==> src/logic/ptd_pkg.sv <==
// shared types and constants for the time-of-day accumulators
package ptd_pkg;

   // channel count and field widths
   localparam int TOD_CH = 4;
   localparam int SEC_W = 48;
   localparam int NS_W = 32;
   localparam int SUBNS_W = 8;
   localparam int INC_NS_W = 8;
   localparam int MOD_W = 16;

   // nanosecond roll-over: last legal value, first second carry
   localparam logic [NS_W-1:0] NS_LAST = 32'h3B9AC9FF;
   localparam logic [NS_W-1:0] NS_PER_SEC = 32'h3B9ACA00;

   // reset values
   localparam logic [SEC_W-1:0] SEC_RST = 48'h0;
   localparam logic [NS_W-1:0] NS_RST = 32'h0;
   localparam logic [SUBNS_W-1:0] SUBNS_RST = 8'h0;
   localparam logic [MOD_W-1:0] MOD_RST = 16'h0;

   // load and latch take effect at the first clock edge after the request
   localparam int LOAD_LATENCY = 1;
   localparam int LATCH_LATENCY = 1;

   // accumulation mode of one channel
   typedef enum logic
   {
      PTD_MODE_TIME,
      PTD_MODE_CYCLE
   } ptd_mode_e;

   // eleven byte time image: seconds, nanoseconds, sub-nanoseconds
   typedef struct packed
   {
      logic [SEC_W-1:0] sec;
      logic [NS_W-1:0] ns;
      logic [SUBNS_W-1:0] subns;
   } ptd_time_s;

   // per-channel setup, held steady while the channel runs
   typedef struct packed
   {
      ptd_mode_e mode;
      logic [INC_NS_W-1:0] inc_ns;
      logic [SUBNS_W-1:0] inc_subns;
      logic [MOD_W-1:0] mod_num;
      logic [MOD_W-1:0] mod_den;
      logic sync_load_en;
   } ptd_cfg_s;

endpackage

==> src/logic/ptd_tod_accum.sv <==
// four time-of-day accumulators in PTP format, with host load, latch and sync-pulse load
`timescale 1ns/10ps
`default_nettype none

module ptd_tod_accum
(
   // clock and reset
   input wire logic i_clk,
   input wire logic i_sys_rst,

   // fractional output divider ticks and per-channel setup
   input wire logic [ptd_pkg::TOD_CH-1:0] i_div_tick,
   input wire ptd_pkg::ptd_cfg_s [ptd_pkg::TOD_CH-1:0] i_cfg,

   // host load: image plus strobe on the top seconds byte write
   input wire ptd_pkg::ptd_time_s [ptd_pkg::TOD_CH-1:0] i_load_image,
   input wire logic [ptd_pkg::TOD_CH-1:0] i_load_msb_wr,

   // host latch: access to the word ahead of the image
   input wire logic [ptd_pkg::TOD_CH-1:0] i_latch_req,

   // external sync pulse, active edge is rising
   input wire logic [ptd_pkg::TOD_CH-1:0] i_sync_pulse,

   // running time, snapshot and one-second pulse
   output ptd_pkg::ptd_time_s [ptd_pkg::TOD_CH-1:0] o_time,
   output ptd_pkg::ptd_time_s [ptd_pkg::TOD_CH-1:0] o_snap,
   output logic [ptd_pkg::TOD_CH-1:0] o_snap_valid,
   output logic [ptd_pkg::TOD_CH-1:0] o_pps,
   output logic [ptd_pkg::TOD_CH-1:0] o_sync_loaded
);

   import ptd_pkg::*;

   genvar ch;

   // one accumulator per channel
   generate
      for (ch = 0; ch < TOD_CH; ch++)
      begin : g_ch
         ptd_time_s time_reg;
         ptd_time_s time_next;
         ptd_time_s step_time;
         logic [MOD_W-1:0] mod_reg;
         logic [MOD_W-1:0] mod_next;
         logic mod_carry;
         logic sec_carry;
         logic sync_prev_reg;
         logic sync_edge;
         logic load_now;
         ptd_time_s snap_reg;
         logic snap_valid_reg;
         logic pps_reg;
         logic sync_loaded_reg;

         // flexible modulus: remainder num/den sub-ns units per tick
         always_comb
         begin
            logic [MOD_W:0] mod_sum;
            mod_sum = {1'b0, mod_reg} + {1'b0, i_cfg[ch].mod_num};
            mod_carry = 1'b0;
            mod_next = mod_sum[MOD_W-1:0];
            if ((i_cfg[ch].mod_den != MOD_RST) && (mod_sum >= {1'b0, i_cfg[ch].mod_den}))
            begin
               mod_carry = 1'b1;
               mod_next = MOD_W'(mod_sum - {1'b0, i_cfg[ch].mod_den});
            end
         end

         always_ff @(posedge i_clk or posedge i_sys_rst)
         begin
            if (i_sys_rst)
            begin
               mod_reg <= MOD_RST;
            end
            else if (load_now || (i_cfg[ch].mode == PTD_MODE_CYCLE))
            begin
               mod_reg <= MOD_RST;
            end
            else if (i_div_tick[ch])
            begin
               mod_reg <= mod_next;
            end
         end

         // one tick of advance, in either mode
         always_comb
         begin
            logic [SUBNS_W:0] sub_sum;
            logic [NS_W:0] ns_sum;
            sub_sum = '0;
            ns_sum = '0;
            step_time = time_reg;
            sec_carry = 1'b0;
            case (i_cfg[ch].mode)
               PTD_MODE_TIME:
               begin
                  // period added as whole ns plus sub-ns units, rates
                  sub_sum = {1'b0, time_reg.subns} + {1'b0, i_cfg[ch].inc_subns}
                     + {{SUBNS_W{1'b0}}, mod_carry};
                  ns_sum = {1'b0, time_reg.ns} + {{(NS_W-INC_NS_W+1){1'b0}}, i_cfg[ch].inc_ns}
                     + {{NS_W{1'b0}}, sub_sum[SUBNS_W]};
                  step_time.subns = sub_sum[SUBNS_W-1:0];
                  if (ns_sum >= {1'b0, NS_PER_SEC})
                  begin
                     step_time.ns = NS_W'(ns_sum - {1'b0, NS_PER_SEC});
                     sec_carry = 1'b1;
                  end
                  else
                  begin
                     step_time.ns = ns_sum[NS_W-1:0];
                  end
               end
               PTD_MODE_CYCLE:
               begin
                  // 80-bit counter: ns is the low word, seconds the high
                  step_time.subns = SUBNS_RST;
                  step_time.ns = time_reg.ns + 32'h1;
                  sec_carry = (time_reg.ns == 32'hFFFFFFFF);
               end
               default:
               begin
                  step_time = time_reg;
               end
            endcase
            if (sec_carry)
            begin
               step_time.sec = time_reg.sec + 48'h1;
            end
         end

         // sync pulse edge detect and load selection
         assign sync_edge = i_sync_pulse[ch] && !sync_prev_reg;
         assign load_now = i_load_msb_wr[ch] || (i_cfg[ch].sync_load_en && sync_edge);

         always_ff @(posedge i_clk or posedge i_sys_rst)
         begin
            if (i_sys_rst)
            begin
               sync_prev_reg <= 1'b0;
            end
            else
            begin
               sync_prev_reg <= i_sync_pulse[ch];
            end
         end

         always_comb
         begin
            time_next = time_reg;
            if (load_now)
            begin
               time_next = i_load_image[ch];
               if (i_cfg[ch].mode == PTD_MODE_CYCLE)
               begin
                  time_next.subns = SUBNS_RST;
               end
            end
            else if (i_div_tick[ch])
            begin
               time_next = step_time;
            end
         end

         // accumulator state, zero is the PTP epoch
         always_ff @(posedge i_clk or posedge i_sys_rst)
         begin
            if (i_sys_rst)
            begin
               time_reg <= '{sec: SEC_RST, ns: NS_RST, subns: SUBNS_RST};
            end
            else
            begin
               time_reg <= time_next;
            end
         end

         // host snapshot of the running value
         always_ff @(posedge i_clk or posedge i_sys_rst)
         begin
            if (i_sys_rst)
            begin
               snap_reg <= '{sec: SEC_RST, ns: NS_RST, subns: SUBNS_RST};
               snap_valid_reg <= 1'b0;
            end
            else
            begin
               snap_valid_reg <= i_latch_req[ch];
               if (i_latch_req[ch])
               begin
                  snap_reg <= time_reg;
               end
            end
         end

         // one-second pulse on each seconds advance while running in time mode
         always_ff @(posedge i_clk or posedge i_sys_rst)
         begin
            if (i_sys_rst)
            begin
               pps_reg <= 1'b0;
               sync_loaded_reg <= 1'b0;
            end
            else
            begin
               pps_reg <= !load_now && i_div_tick[ch] && sec_carry
                  && (i_cfg[ch].mode == PTD_MODE_TIME);
               sync_loaded_reg <= i_cfg[ch].sync_load_en && sync_edge;
            end
         end

         assign o_time[ch] = time_reg;
         assign o_snap[ch] = snap_reg;
         assign o_snap_valid[ch] = snap_valid_reg;
         assign o_pps[ch] = pps_reg;
         assign o_sync_loaded[ch] = sync_loaded_reg;
      end
   endgenerate

endmodule

`default_nettype wire

==> config.mk <==
export PLATFORM = sky130hd
export DESIGN_NAME = ptd_tod_accum
export DESIGN_NICKNAME = d
export VERILOG_FILES = /design/src/logic/ptd_pkg.sv /design/src/logic/ptd_tod_accum.sv
export SDC_FILE = /design/constraint.sdc
export NUM_CORES = 2
export LEC_CHECK = 0
export BUFFER_PORTS_ARGS = -buffer_cell sky130_fd_sc_hd__buf_2
export CAP_MARGIN = 20
export CORE_AREA = 2 2 499 501
export CTS_CLUSTER_DIAMETER = 60
export CTS_CLUSTER_SIZE = 20
export DETAILED_ROUTE_END_ITERATION = 6
export DIE_AREA = 0 0 501 503
export PLACE_DENSITY_LB_ADDON = 0.1
export SYNTH_ARGS = -nofsm -noshare
export SYNTH_HDL_FRONTEND = slang
export SYNTH_SLANG_ARGS = --single-unit
==> constraint.sdc <==
create_clock -name i_clk -period 53.2 [get_ports i_clk]
set_input_delay 2.66 -clock i_clk [delete_from_list [all_inputs] [get_ports i_clk]]
set_output_delay 2.66 -clock i_clk [all_outputs]
set_load 0.01 [all_outputs]
==> impl_metrics.xml <==
<?xml version="1.0" encoding="UTF-8"?>
<metrics>
  <group name="floorplanning">
    <metric name="io-pin-count" unit="">1286</metric>
    <metric name="die-area" unit="µm²">252000</metric>
    <metric name="die-width" unit="µm">501</metric>
    <metric name="die_height" unit="µm">503</metric>
    <metric name="initial_core_util" unit="%">20.4</metric>
    <metric name="site_rows" unit="">183</metric>
    <metric name="core_area" unit="µm²">247000</metric>
  </group>
  <group name="setup_path">
    <metric name="timing_worst_setup_path_type" unit="">in -&gt; reg</metric>
    <metric name="slowest_cp_cell" unit="">sky130_fd_sc_hd__a21oi_2</metric>
    <metric name="maximum_fanout_along_the_worst_path" unit="">28</metric>
    <metric name="slowest_delay" unit="ns">0.69</metric>
    <metric name="worst-endpoint-required" unit="ns">53.81</metric>
    <metric name="worst_endpoint_data_arrival_time" unit="ns">13.27</metric>
    <metric name="setup.worst_path.end_class" unit="">flop</metric>
    <metric name="start_kind" unit="">primary input</metric>
    <metric name="path_buf_inv" unit="">4</metric>
    <metric name="worst_path_dominant_cell_family" unit="">compound AO/OA/AOI/OAI gates</metric>
    <metric name="timing.critical_path.mode_cell" unit="">sky130_fd_sc_hd__a21o_1</metric>
  </group>
  <group name="timing">
    <metric name="final_max_slew_viol_count" unit="">0</metric>
    <metric name="layout_min_cycle_time" unit="ns">12.66</metric>
    <metric name="max_freq" unit="MHz">79.0</metric>
    <metric name="report.final.hold_viol_count" unit="">0</metric>
    <metric name="final-setup-viol-count" unit="">0</metric>
    <metric name="grt_setup_unrepaired" unit="">false</metric>
    <metric name="relSlewSlack" unit="%">26.2</metric>
    <metric name="fin_hold_ws" unit="ns">0.433</metric>
    <metric name="max_slew.worst_pin.slew" unit="ns">1.10</metric>
    <metric name="min_period_over_period" unit="%">23.8</metric>
    <metric name="finClkSkew" unit="ns">0.0581</metric>
    <metric name="fin_setup_tns" unit="ns">0</metric>
  </group>
  <group name="detailed_routing">
    <metric name="antenna_left" unit="">0</metric>
    <metric name="dr.pass1.iters" unit="">7</metric>
    <metric name="route.final.wire_length" unit="µm">249000</metric>
    <metric name="drt_iter0_markers" unit="">2897</metric>
    <metric name="wire_length_per_cell" unit="µm">24.7</metric>
    <metric name="drc_errors" unit="">7</metric>
    <metric name="vias" unit="">47600</metric>
    <metric name="route.detailed.vias_per_inst" unit="">4.71</metric>
  </group>
  <group name="power_and_ir_drop">
    <metric name="power_density" unit="nW/µm²">36.1</metric>
    <metric name="power_leakage" unit="nW">29.2</metric>
    <metric name="ir_drop" unit="mV">0.0270</metric>
  </group>
  <group name="synthesis">
    <metric name="avgSynthCellArea" unit="µm²">9.09</metric>
    <metric name="synth_fp_nets" unit="">6331</metric>
    <metric name="synth_flop_cell" unit="">sky130_fd_sc_hd__dfrtp_1</metric>
    <metric name="synth.area.top_cells" unit="">sky130_fd_sc_hd__dfrtp_1, sky130_fd_sc_hd__mux2_2, sky130_fd_sc_hd__o21ai_0, sky130_fd_sc_hd__nand2_1, sky130_fd_sc_hd__ha_1</metric>
    <metric name="synth_enable_flop_cells" unit="">0</metric>
    <metric name="netlist_instances" unit="">5545</metric>
    <metric name="synth-async-reset-ratio" unit="%">100</metric>
    <metric name="postSynthRegisterBits" unit="">784</metric>
    <metric name="synth_top_cell_area_share" unit="%">38.9</metric>
    <metric name="synthesis.yosys.warnings" unit="">0</metric>
    <metric name="synth.lib_cells_used.distinct" unit="">112</metric>
    <metric name="post_synth_top_area_cell" unit="">sky130_fd_sc_hd__dfrtp_1</metric>
    <metric name="ys_seq_area_share" unit="%">38.9</metric>
    <metric name="post_synthesis_instance_area" unit="µm²">50400</metric>
  </group>
  <group name="job">
    <metric name="drv.max_cap_violation_count" unit="">0</metric>
  </group>
  <group name="final_layout">
    <metric name="finalNetCount" unit="">7519</metric>
    <metric name="final_layout_size_suffix_gt1_share" unit="%">30.0</metric>
    <metric name="fill_cells" unit="">27000</metric>
    <metric name="most_frequent_cells_in_the_layout" unit="">sky130_fd_sc_hd__buf_2, sky130_fd_sc_hd__dfrtp_1, sky130_fd_sc_hd__nand2_1, sky130_fd_sc_hd__o21ai_0, sky130_fd_sc_hd__mux2_2</metric>
    <metric name="most_common_library_cell_in_the_layout_ignoring_fill_and_taps" unit="">sky130_fd_sc_hd__buf_2</metric>
    <metric name="syn2layout_area_growth" unit="%">28.9</metric>
  </group>
  <group name="status">
    <metric name="violations" unit="">DRC</metric>
    <metric name="run_status" unit="">finished with violations</metric>
  </group>
  <group name="global_route">
    <metric name="overflow" unit="">0</metric>
    <metric name="first_pass_grt_wire_length" unit="µm">356000</metric>
    <metric name="antenna_found_initial" unit="">116</metric>
    <metric name="global_route.usage.total" unit="%">19.0</metric>
    <metric name="grt_max_degree" unit="">139</metric>
    <metric name="vias_in_the_first_global_route" unit="">48000</metric>
  </group>
  <group name="clocking">
    <metric name="cts_inserted_buffers" unit="">130</metric>
    <metric name="clkTransAtPathRegs" unit="ns">0.06</metric>
    <metric name="clock_tree.htree_level_count" unit="">4</metric>
    <metric name="cts_resized" unit="">0</metric>
    <metric name="cts_tree" unit="">done</metric>
    <metric name="holdBufCountCts" unit="">0</metric>
    <metric name="post_cts_setup_buffers" unit="">0</metric>
    <metric name="cts_root_buf" unit="">sky130_fd_sc_hd__clkbuf_16</metric>
    <metric name="clk_lat_worst_skew" unit="ns">0.79</metric>
    <metric name="numClockSinks" unit="">784</metric>
    <metric name="cts_buffer_depth" unit="">3</metric>
  </group>
  <group name="placement">
    <metric name="numPortBuffers" unit="">1285</metric>
    <metric name="gpl_wtd_cong" unit="">0.867</metric>
    <metric name="dp.final_hpwl" unit="µm">194000</metric>
  </group>
  <group name="min_path">
    <metric name="hold_path.class" unit="">reg -&gt; reg</metric>
  </group>
</metrics>
==> Yosys cell counts (29+ instances only) <==
cell type                    n
sky130_fd_sc_hd__nand3_1   199
sky130_fd_sc_hd__buf_2      38
sky130_fd_sc_hd__nor3_1    102
sky130_fd_sc_hd__xnor2_1   263
sky130_fd_sc_hd__o21ai_0   547
sky130_fd_sc_hd__nor2b_1    41
sky130_fd_sc_hd__a21oi_1   197
sky130_fd_sc_hd__o31ai_1    30
sky130_fd_sc_hd__a21o_1     61
sky130_fd_sc_hd__nand4_1    98
sky130_fd_sc_hd__a211oi_1   41
sky130_fd_sc_hd__a31oi_1    37
sky130_fd_sc_hd__or3_1      38
sky130_fd_sc_hd__and2_1     43
sky130_fd_sc_hd__buf_1      32
sky130_fd_sc_hd__nor4_1     45
sky130_fd_sc_hd__nand2b_1   29
sky130_fd_sc_hd__dfrtp_1   784
sky130_fd_sc_hd__mux2i_1    83
sky130_fd_sc_hd__nand2_1   704
sky130_fd_sc_hd__and4_1     29
sky130_fd_sc_hd__clkbuf_1  218
sky130_fd_sc_hd__a22oi_1    30
sky130_fd_sc_hd__inv_1     207
sky130_fd_sc_hd__xor2_1    213
sky130_fd_sc_hd__and3_1     98
sky130_fd_sc_hd__ha_1      196
sky130_fd_sc_hd__mux2_2    358
sky130_fd_sc_hd__nor2_1    316
==> cells by family after synthesis <==
group           after synthesis  synth area share [%]
flops                       784                  38.9
compound gates             1271                  15.8
fa+ha+maj                   217                  5.68
mux                         442                  9.67
simple gates               1831                  17.4
buf+inv                     523                  4.17
xor+xnor                    477                  8.30
==> worst reg2reg max path: cells and delay by family, from the launching register on <==
| family | cells | cell delay [ns] |
|---|---|---|
| flip-flops | 1 | 0.42 |
| AND/OR/NAND/NOR | 6 | 0.99 |
| adder cells (fa/ha/maj) | 6 | 1.90 |
| AO/OA/AOI/OAI | 26 | 6.19 |
| XOR/XNOR | 3 | 0.49 |
| buffers and inverters | 3 | 0.95 |
==> through the flow <==
stage | cell area (µm²) | total power, W | setup slack (ns) | std cells | utilization (%)
floorplan | 50400 | 0.00117 | 28.53 | 5545 | -
global placement | 60300 | 0.00146 | 39.80 | 9836 | 24.4
detailed placement | 60300 | 0.00146 | 39.75 | 9836 | 24.4
CTS | 64900 | 0.00239 | 40.57 | 10100 | 26.3
global route | 64900 | 0.00249 | 39.59 | 10100 | 26.3
finish | 65000 | 0.00235 | 40.54 | 10100 | 26.3
==> power breakdown <==
part	switching (W)	total, W	internal (W)
combinational	0.000385	0.000661	0.000276
clock	0.000368	0.000906	0.000538
sequential	0.000106	0.000780	0.000674
==> path summary, 6_finish.rpt <==
kind	start	slack, ns	depth (start not counted)	to
min in group asynchronous	i_sys_rst	2.04	2	o_snap[274]$_DFFE_PP0P_
min	g_ch[0].sync_prev_reg$_DFF_PP0_	0.43	1	g_ch[0].sync_loaded_reg$_DFF_PP0_
max reg2reg	g_ch[2].mod_reg[1]$_DFFE_PP0P_	42.11	44	o_time[252]$_DFFE_PP0P_
min reg2reg	g_ch[0].sync_prev_reg$_DFF_PP0_	0.43	1	g_ch[0].sync_loaded_reg$_DFF_PP0_
max in group asynchronous	i_sys_rst	47.89	5	o_time[104]$_DFFE_PP0P_
max	i_cfg[118]	40.54	45	o_time[252]$_DFFE_PP0P_
==> cell type report <==
class | instances | area [µm²] | share of cell area (%)
timing repair buffer | 1369 | 7110 | 10.9
inverter | 210 | 796 | 1.22
tap | 3237 | 4050 | 6.23
clock buffer | 152 | 3490 | 5.37
sequential | 784 | 19600 | 30.2
clock inverter | 85 | 1080 | 1.67
multi-input combinational | 4238 | 28800 | 44.3
antenna | 34 | 85.1 | 0.131
==> layer usage <==
metal | vias up | global-route usage (%) | share of wire [%] | wire length (µm)
met5 | - | 0 | 0.22 | 540
met4 | 86 | 5.20 | 2.7 | 6840
met3 | 410 | 5.42 | 7.0 | 17500
met2 | 1508 | 32.0 | 48 | 119000
met1 | 23400 | 23.7 | 42 | 106000
li1 | 22200 | - | - | -
No activity file was read; power rests on OpenSTA's default activity.
